## src/rtl/aodp_pkg.sv

```systemverilog
package aodp_pkg;
	// clock and timing
	localparam int CLK_PERIOD_NS = 10;
	localparam int MS_NS = 1_000_000;
	localparam int MS_CYCLES = (MS_NS + CLK_PERIOD_NS - 1) / CLK_PERIOD_NS;
	localparam int MS_CNT_W = 17;
	localparam int RELAY_SETTLE_US = 10;
	localparam int RELAY_SETTLE_CYC =
		(RELAY_SETTLE_US * 1000 + CLK_PERIOD_NS - 1) / CLK_PERIOD_NS;
	localparam int SETTLE_W = 10;

	// apb register map (byte addresses)
	localparam int ADDR_W = 8;
	localparam logic [7:0] OFF_CTRL = 8'h00;
	localparam logic [7:0] OFF_ANGLE = 8'h04;
	localparam logic [7:0] OFF_VOLT = 8'h08;
	localparam logic [7:0] OFF_DROP = 8'h0C;
	localparam logic [7:0] OFF_DISP = 8'h10;
	localparam logic [7:0] OFF_CURRENT_LIMIT_QUERY = 8'h14;
	localparam logic [7:0] OFF_LIM_FLO = 8'h18;
	localparam logic [7:0] OFF_LIM_FHI = 8'h1C;
	localparam logic [7:0] OFF_VOLTAGE_CEILING_QUERY = 8'h20;
	localparam logic [7:0] OFF_FREQ = 8'h24;
	localparam logic [7:0] OFF_STATUS = 8'h28;
	localparam logic [7:0] OFF_MASK = 8'h2C;

	// field positions
	localparam int CTRL_RELAY_BIT = 0;
	localparam int CTRL_PHEN_BIT = 1;
	localparam int DROP_INDEF_BIT = 31;
	localparam int DROP_ACTIVE_BIT = 0;
	localparam int DUR_W = 22;
	localparam int VAL_W = 16;
	localparam int ANG_W = 9;

	// status / mask bits
	localparam int ST_W = 5;
	localparam int ST_SYNTAX = 0;
	localparam int ST_CMDERR = 1;
	localparam int ST_REFUSED = 2;
	localparam int ST_DROPDONE = 3;
	localparam int ST_VOLTAPPL = 4;

	// drop duration limits and step boundaries, in ms
	localparam logic [DUR_W-1:0] DUR_MIN = 22'h00_0001;
	localparam logic [DUR_W-1:0] DUR_MAX = 22'h3D_0900;
	localparam logic [DUR_W-1:0] DUR_B10S = 22'h00_2710;
	localparam logic [DUR_W-1:0] DUR_B100S = 22'h01_86A0;
	localparam logic [DUR_W-1:0] DUR_B1000S = 22'h0F_4240;
	localparam logic [DUR_W-1:0] STEP_10 = 22'h00_000A;
	localparam logic [DUR_W-1:0] STEP_100 = 22'h00_0064;
	localparam logic [DUR_W-1:0] STEP_1000 = 22'h00_03E8;

	// start phase angles in degrees
	localparam logic [ANG_W-1:0] DEG_0 = 9'h000;
	localparam logic [ANG_W-1:0] DEG_90 = 9'h05A;
	localparam logic [ANG_W-1:0] DEG_180 = 9'h0B4;
	localparam logic [ANG_W-1:0] DEG_270 = 9'h10E;

	// display codes
	localparam logic [2:0] DISP_FREQ = 3'h1;
	localparam logic [2:0] DISP_PF = 3'h5;

	typedef enum logic [1:0] {
		REL_IDLE = 2'b00,
		REL_OPENING = 2'b01,
		REL_CLOSING = 2'b10
	} aodp_relay_t;

	// keep four significant digits of a duration in ms
	function automatic logic [DUR_W-1:0] quantDur(input logic [DUR_W-1:0] ms);
		if (ms < DUR_B10S)
			quantDur = ms;
		else if (ms < DUR_B100S)
			quantDur = ms - (ms % STEP_10);
		else if (ms < DUR_B1000S)
			quantDur = ms - (ms % STEP_100);
		else
			quantDur = ms - (ms % STEP_1000);
	endfunction : quantDur

	function automatic logic [1:0] angleCode(input logic [ANG_W-1:0] deg);
		unique case (deg)
			DEG_90: angleCode = 2'h1;
			DEG_180: angleCode = 2'h2;
			DEG_270: angleCode = 2'h3;
			default: angleCode = 2'h0;
		endcase
	endfunction : angleCode

	function automatic logic angleOk(input logic [ANG_W-1:0] deg);
		angleOk = (deg == DEG_0) || (deg == DEG_90) ||
			(deg == DEG_180) || (deg == DEG_270);
	endfunction : angleOk
endpackage : aodp_pkg

```

## src/rtl/aodp_phase_gate.sv

```systemverilog
`timescale 1ns/10ps
`default_nettype none
module aodp_phase_gate
	import aodp_pkg::*;
(
	// clock and reset
	input wire logic clk,
	input wire logic sys_rst,
	// gating setup
	input wire logic enable,
	input wire logic [1:0] angle,
	input wire logic [1:0] quadrant,
	input wire logic pending,
	// release
	output logic fire
);
	typedef struct packed {
		logic [1:0] prevQuad;
	} aodp_gate_st_t;

	aodp_gate_st_t st;
	aodp_gate_st_t next_st;
	logic atAngle;

	always_comb begin
		next_st = st;
		next_st.prevQuad = quadrant;
		atAngle = (quadrant != st.prevQuad) && (quadrant == angle); // [RULE8]
		fire = pending && (!enable || atAngle); // [RULE7] [RULE10]
	end

	always_ff @(posedge clk) begin
		if (sys_rst)
			st <= '0;
		else
			st <= next_st;
	end
endmodule : aodp_phase_gate
`default_nettype wire

```

## src/rtl/aodp_drop_timer.sv

```systemverilog
`timescale 1ns/10ps
`default_nettype none
module aodp_drop_timer
	import aodp_pkg::*;
#(
	parameter logic [MS_CNT_W-1:0] TICK_CYCLES = MS_CNT_W'(MS_CYCLES)
) (
	// clock and reset
	input wire logic clk,
	input wire logic sys_rst,
	// control
	input wire logic start,
	input wire logic [DUR_W-1:0] durMs,
	input wire logic abort,
	// state
	output logic active,
	output logic done
);
	typedef struct packed {
		logic [MS_CNT_W-1:0] tickCnt;
		logic [DUR_W-1:0] remaining;
		logic active;
		logic done;
	} aodp_tmr_st_t;

	aodp_tmr_st_t st;
	aodp_tmr_st_t next_st;

	always_comb begin
		next_st = st;
		next_st.done = 1'b0;
		if (start) begin
			next_st.active = 1'b1;
			next_st.remaining = durMs;
			next_st.tickCnt = TICK_CYCLES - 1'b1;
		end else if (abort) begin
			next_st.active = 1'b0;
		end else if (st.active) begin
			// one millisecond tick
			if (st.tickCnt == '0) begin // [RULE18]
				next_st.tickCnt = TICK_CYCLES - 1'b1;
				if (st.remaining == DUR_MIN) begin // [RULE3]
					next_st.active = 1'b0;
					next_st.done = 1'b1;
				end
				next_st.remaining = st.remaining - 1'b1;
			end else begin
				next_st.tickCnt = st.tickCnt - 1'b1;
			end
		end
	end

	always_ff @(posedge clk) begin
		if (sys_rst)
			st <= '0;
		else
			st <= next_st;
	end

	assign active = st.active;
	assign done = st.done;
endmodule : aodp_drop_timer
`default_nettype wire

```

## src/rtl/aodp_top.sv

```systemverilog
//Contract
//[RULE1] zero the voltage before opening relay; restore it after closing
//[RULE2] relay takes 1 close, 0 open; reset from power-on setting; readable
//[RULE3] drop cuts output electronically, relay closed, 1 ms to 4000 s
//[RULE4] drop duration keeps four significant digits, step grows per decade
//[RULE5] drop without duration lasts until next voltage command
//[RULE6] drop status reads 1 while in progress, 0 once expired
//[RULE7] phase-start off (reset) applies drops and voltage at once
//[RULE8] phase-start on delays drops and voltage to the start angle
//[RULE9] angle only 0, 90, 180, 270, reset 0; others are a syntax error
//[RULE10] stored angle used only while phase-start mode is on
//[RULE11] limit values are read-only; writes refused
//[RULE12] current limit reads maximum current in low voltage range
//[RULE13] fixed frequency: equal limits, other frequency is command error
//[RULE14] voltage limit below 201 single range, above 200 dual range
//[RULE15] dual range limit even, low range is half
//[RULE16] display select codes 1 to 5, reset 1
//[RULE17] host sequence: zero volts, close, enable, angle, drop, then volts
//[RULE18] drop timer ticks in ms, starts once phase gate released
`timescale 1ns/10ps
`default_nettype none
module aodp_top
	import aodp_pkg::*;
#(
	parameter logic [MS_CNT_W-1:0] TICK_CYCLES = MS_CNT_W'(MS_CYCLES),
	parameter logic [VAL_W-1:0] CURRENT_LIMIT_QUERY_VAL = 16'h03E8,
	parameter logic [VAL_W-1:0] LIM_FLO_VAL = 16'h01C2,
	parameter logic [VAL_W-1:0] LIM_FHI_VAL = 16'h1388,
	parameter logic [VAL_W-1:0] VOLTAGE_CEILING_QUERY_VAL = 16'h012C
) (
	// clock and reset
	input wire logic clk,
	input wire logic sys_rst,
	// apb slave
	input wire logic psel,
	input wire logic penable,
	input wire logic pwrite,
	input wire logic [ADDR_W-1:0] paddr,
	input wire logic [31:0] pwdata,
	output logic [31:0] prdata,
	output logic pready,
	output logic pslverr,
	// power-on relay setting, waveform quadrant
	input wire logic ponRelay,
	input wire logic [1:0] waveQuadrant,
	// output control
	output logic relayClose,
	output logic [VAL_W-1:0] outVoltage,
	output logic outputDrop,
	output logic [VAL_W-1:0] outFreq,
	output logic [2:0] displaySelect,
	output logic irq
);
	typedef struct packed {
		// apb answer
		logic ready;
		logic slvErr;
		logic [31:0] rdata;

		// power-on relay synchroniser
		logic ponMeta;
		logic ponSync;
		logic ponLoad;

		// relay sequencing
		logic relayCmd;
		logic relayOut;
		aodp_relay_t relayState;
		logic [SETTLE_W-1:0] settleCnt;

		// programmed and applied voltage
		logic [VAL_W-1:0] progVolt;
		logic [VAL_W-1:0] applVolt;

		// phase gating and drops
		logic phaseEn;
		logic [ANG_W-1:0] angleDeg;
		logic pendDrop;
		logic pendIndef;
		logic [DUR_W-1:0] pendDur;
		logic pendVolt;
		logic indefDrop;
		logic dropOut;

		// settings, status and interrupt
		logic [VAL_W-1:0] freq;
		logic [2:0] dispMode;
		logic [ST_W-1:0] status;
		logic [ST_W-1:0] mask;
		logic irq;
	} aodp_st_t;

	aodp_st_t st;
	aodp_st_t next_st;

	// sub-block handshakes
	logic gateFire;
	logic timerActive;
	logic timerDone;
	logic timerStart;
	logic timerAbort;

	// bus decode
	logic apbAccess;
	logic apbWrite;
	logic mapped;
	logic [ST_W-1:0] events;
	logic [DUR_W-1:0] wrDur;
	logic [31:0] readMux;

	function automatic logic isLimit(input logic [ADDR_W-1:0] a);
		isLimit = (a == OFF_CURRENT_LIMIT_QUERY) || (a == OFF_LIM_FLO) ||
			(a == OFF_LIM_FHI) || (a == OFF_VOLTAGE_CEILING_QUERY);
	endfunction : isLimit

	// start angle decoded to a quadrant
	aodp_phase_gate u_gate (
		.clk(clk),
		.sys_rst(sys_rst),
		.enable(st.phaseEn),
		.angle(angleCode(st.angleDeg)),
		.quadrant(waveQuadrant),
		.pending(st.pendDrop || st.pendVolt),
		.fire(gateFire)
	);

	// timed drop counter
	aodp_drop_timer #(
		.TICK_CYCLES(TICK_CYCLES)
	) u_timer (
		.clk(clk),
		.sys_rst(sys_rst),
		.start(timerStart),
		.durMs(st.pendDur),
		.abort(timerAbort),
		.active(timerActive),
		.done(timerDone)
	);

	always_comb begin
		mapped = 1'b1;
		readMux = '0;
		unique case (paddr)
			OFF_CTRL: begin
				readMux[CTRL_RELAY_BIT] = st.relayCmd; // [RULE2]
				readMux[CTRL_PHEN_BIT] = st.phaseEn;
			end

			OFF_ANGLE: readMux[ANG_W-1:0] = st.angleDeg;
			OFF_VOLT: readMux[VAL_W-1:0] = st.progVolt;
			OFF_DROP: readMux[DROP_ACTIVE_BIT] = st.dropOut || st.pendDrop; // [RULE6]
			OFF_DISP: readMux[2:0] = st.dispMode;

			OFF_CURRENT_LIMIT_QUERY: readMux[VAL_W-1:0] = CURRENT_LIMIT_QUERY_VAL; // [RULE12]
			OFF_LIM_FLO: readMux[VAL_W-1:0] = LIM_FLO_VAL; // [RULE13]
			OFF_LIM_FHI: readMux[VAL_W-1:0] = LIM_FHI_VAL; // [RULE13]
			OFF_VOLTAGE_CEILING_QUERY: readMux[VAL_W-1:0] = VOLTAGE_CEILING_QUERY_VAL; // [RULE14] [RULE15]

			OFF_FREQ: readMux[VAL_W-1:0] = st.freq;
			OFF_STATUS: readMux[ST_W-1:0] = st.status;
			OFF_MASK: readMux[ST_W-1:0] = st.mask;
			default: mapped = 1'b0;
		endcase
	end

	always_comb begin
		next_st = st;
		events = '0;
		timerStart = 1'b0;
		timerAbort = 1'b0;
		wrDur = pwdata[DUR_W-1:0];
		apbAccess = psel && penable && st.ready;
		apbWrite = apbAccess && pwrite;

		// power-on relay setting, synchronised then loaded once
		next_st.ponMeta = ponRelay;
		next_st.ponSync = st.ponMeta;
		next_st.ponLoad = 1'b0;
		if (st.ponLoad)
			next_st.relayCmd = st.ponSync; // [RULE2]

		// apb: one wait state, data and error registered
		next_st.ready = psel && penable && !st.ready;
		if (psel && penable && !st.ready) begin
			next_st.rdata = readMux;
			next_st.slvErr = !mapped || (pwrite && isLimit(paddr)); // [RULE11]
		end

		if (apbWrite) begin
			unique case (paddr)
				OFF_CTRL: begin
					next_st.relayCmd = pwdata[CTRL_RELAY_BIT]; // [RULE2]
					next_st.phaseEn = pwdata[CTRL_PHEN_BIT];
				end

				OFF_ANGLE: begin
					if (angleOk(pwdata[ANG_W-1:0]) && pwdata[31:ANG_W] == '0)
						next_st.angleDeg = pwdata[ANG_W-1:0]; // [RULE9]
					else
						events[ST_SYNTAX] = 1'b1; // [RULE9]
				end

				OFF_VOLT: begin
					next_st.progVolt = pwdata[VAL_W-1:0];
					next_st.pendVolt = 1'b1;
				end

				OFF_DROP: begin
					if (pwdata[DROP_INDEF_BIT]) begin
						next_st.pendDrop = 1'b1;
						next_st.pendIndef = 1'b1; // [RULE5]
					end else if (wrDur >= DUR_MIN && wrDur <= DUR_MAX &&
						pwdata[DROP_INDEF_BIT-1:DUR_W] == '0) begin // [RULE3]
						next_st.pendDrop = 1'b1;
						next_st.pendIndef = 1'b0;
						next_st.pendDur = quantDur(wrDur); // [RULE4]
					end else begin
						events[ST_SYNTAX] = 1'b1;
					end
				end

				OFF_DISP: begin
					if (pwdata[2:0] >= DISP_FREQ && pwdata[2:0] <= DISP_PF &&
						pwdata[31:3] == '0)
						next_st.dispMode = pwdata[2:0]; // [RULE16]
					else
						events[ST_SYNTAX] = 1'b1;
				end

				OFF_FREQ: begin
					if (pwdata[VAL_W-1:0] >= LIM_FLO_VAL &&
						pwdata[VAL_W-1:0] <= LIM_FHI_VAL && pwdata[31:VAL_W] == '0)
						next_st.freq = pwdata[VAL_W-1:0];
					else
						events[ST_CMDERR] = 1'b1; // [RULE13]
				end

				OFF_CURRENT_LIMIT_QUERY, OFF_LIM_FLO, OFF_LIM_FHI, OFF_VOLTAGE_CEILING_QUERY:
					events[ST_REFUSED] = 1'b1; // [RULE11]

				OFF_STATUS: next_st.status = st.status & ~pwdata[ST_W-1:0];

				OFF_MASK: next_st.mask = pwdata[ST_W-1:0];

				default: ;
			endcase
		end

		// phase-gated release of drops and voltage changes
		if (gateFire) begin // [RULE7] [RULE8]
			if (st.pendDrop) begin
				next_st.pendDrop = 1'b0;
				if (st.pendIndef) begin
					next_st.indefDrop = 1'b1; // [RULE5]
					timerAbort = 1'b1;
				end else begin
					next_st.indefDrop = 1'b0;
					timerStart = 1'b1; // [RULE18]
				end
			end

			if (st.pendVolt && !(apbWrite && paddr == OFF_VOLT)) begin
				next_st.pendVolt = 1'b0;
				events[ST_VOLTAPPL] = 1'b1;
				if (st.relayOut && st.relayState == REL_IDLE)
					next_st.applVolt = st.progVolt;
				if (!(st.pendDrop && st.pendIndef))
					next_st.indefDrop = 1'b0; // [RULE5]
			end
		end

		next_st.dropOut = timerActive || next_st.indefDrop; // [RULE3]
		if (timerDone)
			events[ST_DROPDONE] = 1'b1; // [RULE6]

		// relay with voltage forced to zero around switching
		unique case (st.relayState)
			REL_IDLE: begin
				if (st.relayCmd != st.relayOut) begin
					next_st.settleCnt = SETTLE_W'(RELAY_SETTLE_CYC);
					if (st.relayCmd) begin
						next_st.relayOut = 1'b1;
						next_st.relayState = REL_CLOSING;
					end else begin
						next_st.applVolt = '0; // [RULE1]
						next_st.relayState = REL_OPENING;
					end
				end
			end

			REL_OPENING: begin
				next_st.settleCnt = st.settleCnt - 1'b1;
				if (st.settleCnt == '0) begin
					next_st.relayOut = 1'b0; // [RULE1]
					next_st.relayState = REL_IDLE;
				end
			end

			REL_CLOSING: begin
				next_st.settleCnt = st.settleCnt - 1'b1;
				if (st.settleCnt == '0) begin
					next_st.applVolt = st.progVolt; // [RULE1]
					next_st.relayState = REL_IDLE;
				end
			end

			default: next_st.relayState = REL_IDLE;
		endcase

		// sticky status, set wins over clear
		next_st.status = next_st.status | events;
		next_st.irq = |(next_st.status & next_st.mask);
	end

	always_ff @(posedge clk) begin
		if (sys_rst) begin
			st <= '0;
			st.ponLoad <= 1'b1;
			// synchroniser keeps sampling in reset for the first load
			st.ponMeta <= ponRelay; // [RULE2]
			st.ponSync <= st.ponMeta;
			st.angleDeg <= DEG_0; // [RULE9]
			st.phaseEn <= 1'b0; // [RULE7]
			st.dispMode <= DISP_FREQ; // [RULE16]
			st.freq <= LIM_FLO_VAL;
			st.relayState <= REL_IDLE;
		end else begin
			st <= next_st;
		end
	end

	assign prdata = st.rdata;
	assign pready = st.ready;
	assign pslverr = st.slvErr;
	assign relayClose = st.relayOut;
	assign outVoltage = st.applVolt;
	assign outputDrop = st.dropOut;
	assign outFreq = st.freq;
	assign displaySelect = st.dispMode;
	assign irq = st.irq;
endmodule : aodp_top
`default_nettype wire

```

## config.mk

```make
export PLATFORM = sky130hd
export DESIGN_NAME = aodp_top
export DESIGN_NICKNAME = d
export VERILOG_FILES = /design/src/rtl/aodp_pkg.sv /design/src/rtl/aodp_phase_gate.sv /design/src/rtl/aodp_drop_timer.sv /design/src/rtl/aodp_top.sv
export SDC_FILE = /design/constraint.sdc
export NUM_CORES = 1
export LEC_CHECK = 0
export ABC_AREA = 0
export BUFFER_PORTS_ARGS = -buffer_cell sky130_fd_sc_hd__buf_2
export CAP_MARGIN = 20
export CORE_MARGIN = 4
export CORE_UTILIZATION = 58
export CTS_CLUSTER_SIZE = 10
export DETAILED_ROUTE_END_ITERATION = 10
export PLACE_DENSITY_LB_ADDON = 0.15
export SLEW_MARGIN = 5
export SYNTH_ARGS = -nofsm -noshare
export SYNTH_HDL_FRONTEND = slang
export SYNTH_HIERARCHICAL = 1
export SYNTH_SLANG_ARGS = --single-unit
```

## constraint.sdc

```tcl
create_clock -name clk -period 81.6 [get_ports clk]
set_input_delay 16.32 -clock clk [delete_from_list [all_inputs] [get_ports clk]]
set_output_delay 16.32 -clock clk [all_outputs]
set_load 0.02 [all_outputs]
```

# After elaboration in Yosys (flattened, before gate mapping)
# Cells that the tools add are included.
totals:
  reg_bits: 177
  elab_cells: 231
  in_bits: 48
  output_inout_bits: 72
op_classes:
  n_bitwise: 8
  order_cmp: 9
  mux: 79
  n_div: 3
  eq_ne: 28
  n_addsub: 6
  reduce_logical: 67
op_table:
  columns: ["cell", "count"]
  rows:
  - ["$mux 16", 10]
  - ["$mux 114", 1]
  - ["$mux 22", 4]
  - ["$mux 24", 3]
  - ["$sub 22x22->22", 3]
  - ["$mux 41", 1]
  - ["$mux 40", 1]
  - ["$mux 39", 1]
  - ["$mux 35", 1]
  - ["$eq 8x5->1 const B", 4]
  - ["$eq 8x6->1 const B", 4]
  - ["$pmux 16 s2", 1]
  - ["$logic_not 29->1", 1]
  - ["$mux 29", 1]
  - ["$mux 1", 28]
  - ["$pmux 4 s7", 1]
  - ["$pmux 7 s4", 1]
  - ["$logic_not 23->1", 1]
  - ["$eq 22x1->1 const B", 1]
  - ["$ge 22x1->1 const B", 1]
  - ["$le 22x22->1 const B", 1]
  - ["$lt 22x14->1 const B", 1]
  - ["$lt 22x17->1 const B", 1]
  - ["$lt 22x20->1 const B", 1]
  - ["other kinds (57)", 127]

# Longest topological paths before layout
depth:
  ltp_word: 13
  mapped_depth: 244
  depth_no_buf: 226

# Modules after synthesis
# The synthesis kept the hierarchy.
by_module_without_submodules:
  columns: ["mod", "n_inst", "seq_area_each_um2", "cells_each", "area_each_um2"]
  rows:
  - ["aodp_top", 1, 2682.6, 2569, 18815.5]
  - ["aodp_drop_timer", 1, 820.8, 298, 2555.0]
  - ["aodp_phase_gate", 1, 40.0, 10, 102.6]

# Worst setup path after synthesis
# No wires, ideal clock.
synth_timing:
  kind: "input port to flip-flop"
  from: "input port pwdata[21]"
  to: "register st[54] (netlist bit)"
  t_arrival_ps: 62001
  setup_time_ps: 133
  required_ps: 81467
  path_stages: 217
  slack_ps: 19466
  n_path_buf: 17
  path_cell_list: "buf_2 > or2_1 > or4_4 > a21o_1 > nor2_2 > inv_1 > nand2_1 > inv_1 > ha_1 > nor2b_1 > a31o_2 > ha_1 > a21oi_1 > nor2_1 > a21o_1 > ha_1 > o211a_1 > nor3_1 > [... 181 more ...] > a21o_1 > a21o_1 > a21o_1 > a21o_1 > a21o_1 > a21o_1 > a21o_1 > a21o_1 > a21o_1 > a21o_1 > a21o_1 > a21o_1 > a21oi_1 > xor2_1 > nor2b_1 > mux2i_1 > xor2_1 > a21oi_1"
synth_via:
  elab_chain_len: 5
  word_cells_on_any_way: 17
  classes_between: "add/sub: 3; div: 3; order compare: 5; mux: 3; reduce/logical: 3"
synth_rtl:
  columns: ["item", "line", "rtl"]
  rows:
  - ["start: declaration", "aodp_top.sv:39", "input wire logic [31:0] pwdata,"]
  - ["$mod 22x10->22 / $mod 22x7->22 (equally long branches)", "aodp_pkg.sv:79, aodp_pkg.sv:77", null]
  - ["$sub 22x22->22 (on tied branches)", "aodp_pkg.sv:79, aodp_pkg.sv:77", null]
  - ["$mux 22", "aodp_pkg.sv:76", "else if (ms < DUR_B1000S)"]
  - ["$mux 22", "aodp_pkg.sv:74", "else if (ms < DUR_B100S)"]
  - ["$mux 22", "aodp_pkg.sv:72", "if (ms < DUR_B10S)"]
  - ["end signal: assignment", "aodp_top.sv:328", "st <= next_st;"]
  - ["end: declaration", "aodp_top.sv:93", "aodp_st_t st;"]
# Several ways; a longest one is shown, not always the timed one.
# A chain may end at the register's enable or synchronous reset.

# Worst setup path after layout
layout_timing:
  from: "input port pwdata[11]"
  to: "register st[54] (netlist bit)"
# Same word-level chain as after synthesis.

==> flow_metrics.py <==
metrics = {
    "outcome": {
        "status": "completed",
    },
    "worst_setup_path": {
        "worst_setup_path_start_kind": "input pin",
        "critPathMaxStageDelay_ns": 0.79,
        "required_ns": 81.98,
        "critical_path_class": "in2reg",
        "cp-startpoint": "pwdata[11]",
        "slowest_stage": "nor2_1",
        "arrival_ns": 68.32,
        "critPathMaxFanout": 53,
        "rr_startpoint": "st[61]",
        "cp_common_cell": "a21o_1",
        "r2r_slack_ns": 77.08,
        "crit_path_end_kind": "flip-flop",
    },
    "cts": {
        "clk_pin_slew_ns": 0.07,
        "tritoncts.num_buffers": 17,
        "post_cts_resized": 0,
        "hold_buffers": 0,
        "clk_latency_ns": 0.44,
        "ctsRootBufferMaster": "clkbuf_16",
        "cts_sinks": 177,
        "htreeDepth": 4,
        "clockBufferDepth": 2,
        "cts_tree": "yes",
        "postCtsSetupBuffers": 0,
    },
    "sta": {
        "setup_viol": 0,
        "post-route-period-util_pct": 83.3,
        "max_freq_mhz": 14.7,
        "rsz0062_at_grt": "false",
        "hold_slack_ns": 0.328,
        "tns_ns": 0,
        "worst_slew_margin_rel_pct": 29.4,
        "final_max_slew_viol_count": 0,
        "final_hold_viol_count": 0,
        "worst_pin_slew_ns": 1.06,
        "fin_worst_skew_ns": 0.0111,
        "finalCriticalPeriod_ns": 67.95,
    },
    "placement": {
        "io_buffers": 103,
        "hpwl_um": 51900,
        "gp_congestion": 1.02,
        "dp.cells": 3294,
    },
    "synth": {
        "synth_edf_count": 0,
        "synth_top_area_share_pct": 16.5,
        "synth_cells": 2877,
        "synth_area_sq_mm": 0.0215,
        "ys_seq_elements": 177,
        "synthTopCellsByArea": "dfxtp_1, ha_1, nor2_1",
        "async_flop_share_pct": 0,
        "synth.avg_cell_area_sq_um": 7.46,
        "synth.yosys.seq_area_share_pct": 16.5,
        "yosysWarnings": 6,
        "yosys.area.top_type": "dfxtp_1",
        "yosysUniqueCellTypes": 130,
        "synth_ff_type": "dfxtp_1",
    },
    "floorplan": {
        "die_h_um": 200,
        "ioPinCount": 120,
        "die_area_sq_mm": 0.0402,
        "start_util_pct": 58.8,
        "die_width_um": 200,
        "core_sq_mm": 0.0365,
        "rows": 70,
    },
    "drt": {
        "wl_um": 67200,
        "via_per_inst": 6.71,
        "first_pass_iters": 7,
        "ant_nets": 0,
        "route.vias.total": 22300,
        "remaining_drc_errors": 0,
        "wl_per_cell_um": 20.2,
        "initialDrtViolationCount": 2163,
    },
    "worst_hold_path": {
        "min_path_type": "reg2reg",
        "hold_path_startpoint": "next_st[114]",
    },
    "global_routing": {
        "grt_pass1_wl_um": 108000,
        "grt_max_degree": 87,
        "antenna_found_initial": 4,
        "grt-ovfl-total": 0,
        "grt_pass1_vias": 20600,
        "globalRouteTotalUtil_pct": 31.5,
    },
    "cells_and_area": {
        "layoutNonFillerInstCount": 3330,
        "drive_above_1_share_pct": 10.7,
        "area_growth_pct": 4.07,
        "fin_nets": 3061,
    },
    "job": {
        "drv_cap": 0,
    },
}
==> critical path: cells and delay by family <==
family	cells	cell delay, ns
compound gates	88	19.80
xor+xnor	2	0.38
fa+ha+maj	21	6.88
buf+inv	9	1.84
mux	15	5.12
simple gates	67	17.83
==> placed cells by master, fill, tap and decap left out, types with 26 or more instances in the layout <==
cell	n
a211oi_1	44
a21o_1	71
a21oi_1	197
a22oi_1	26
a31oi_1	29
and2_1	27
and3_1	33
buf_2	102
dfxtp_1	177
ha_1	166
inv_1	94
mux2_2	29
mux2i_1	61
nand2_1	257
nand2b_1	34
nand3_1	73
nand4_1	42
nor2_1	340
nor2b_1	41
nor3_1	87
nor4_1	30
o211ai_1	42
o21a_1	33
o21ai_0	118
o31ai_1	29
or2_2	27
or3_1	34
xnor2_1	96
xor2_1	50
==> path summary, 6_finish.rpt <==
check,end,depth (start not counted)
setup / recovery,st[54],202
hold / removal,st[114],0
setup reg to reg,u_timer/st[18],14
hold reg to reg,st[114],0
==> final cells by class <==
type / instances / area (sq um)
Timing Repair Buffer: 121 / 654
Antenna cell: 2 / 5.00
Inverter: 95 / 357
Multi-Input combinational cell: 2435 / 16600
Fill cell: 3434 / 14200
Clock inverter: 14 / 148
Sequential cell: 177 / 3540
Clock buffer: 18 / 439
Tap cell: 468 / 586
==> cell families (layout without fill, tap and decap cells) <==
group / count (synthesis) / after routing / synth area share [%]
and+or+nand+nor: 1162 / 1162 / 28.4
DFF: 177 / 177 / 16.5
buffers and inverters: 280 / 248 / 6.56
xor gates and xnor gates: 146 / 146 / 5.96
other: 1 / 18 / 0.0175
adders and majority gates: 167 / 167 / 9.72
AOI/OAI and AO/OA: 850 / 850 / 28.2
muxes: 94 / 94 / 4.67
==> state kept, by name (all words and copies together) (netlist names), 2 cells and up <==
register	count
prdata	16
u_timer/st	39
u_gate/st	2
outFreq	16
displaySelect	3
outVoltage	16
st	77
==> cells in the mapped netlist (9+ instances only) <==
master	n
a211o_1	11
a211oi_1	44
a21o_1	71
a21oi_1	198
a221oi_1	13
a22oi_1	26
a311oi_1	18
a31oi_1	30
and2_1	27
and3_1	33
and4_1	9
buf_4	75
clkbuf_1	88
dfxtp_1	177
ha_1	166
inv_1	94
mux2_2	29
mux2i_1	61
nand2_1	257
nand2b_1	34
nand3_1	73
nand3b_1	10
nand4_1	42
nor2_1	341
nor2b_1	41
nor3_1	88
nor3b_1	9
nor4_1	31
nor4b_1	9
o2111ai_1	13
o211a_1	14
o211ai_1	42
o21a_1	33
o21ai_0	118
o21ai_1	10
o21bai_1	14
o221ai_1	9
o31a_1	14
o31ai_1	29
or2_2	27
or3_1	34
or4_1	18
xnor2_1	96
xor2_1	50
==> stage by stage <==
| step | utilization [%] | setup slack [ns] | instance area, sq um |
|---|---|---|---|
| floorplan | - | 19.47 | 21500 |
| global placement | 59.5 | 15.60 | 21700 |
| detailed placement | 59.5 | 14.30 | 21700 |
| CTS | 61.1 | 14.58 | 22300 |
| global route | 61.2 | 9.58 | 22300 |
| finish | 61.2 | 13.65 | 22300 |
==> routing by layer <==
metal,share of wire [%],track usage [%],vias to the layer above
met1,45,43.7,10600
met3,7.3,4.35,142
met5,0.042,0,-
met2,45,51.6,939
li1,-,-,10600
met4,2.7,8.87,4
Power is not shown: default switching activity piles up to over one toggle a cycle in this logic, so the estimate is an artifact.
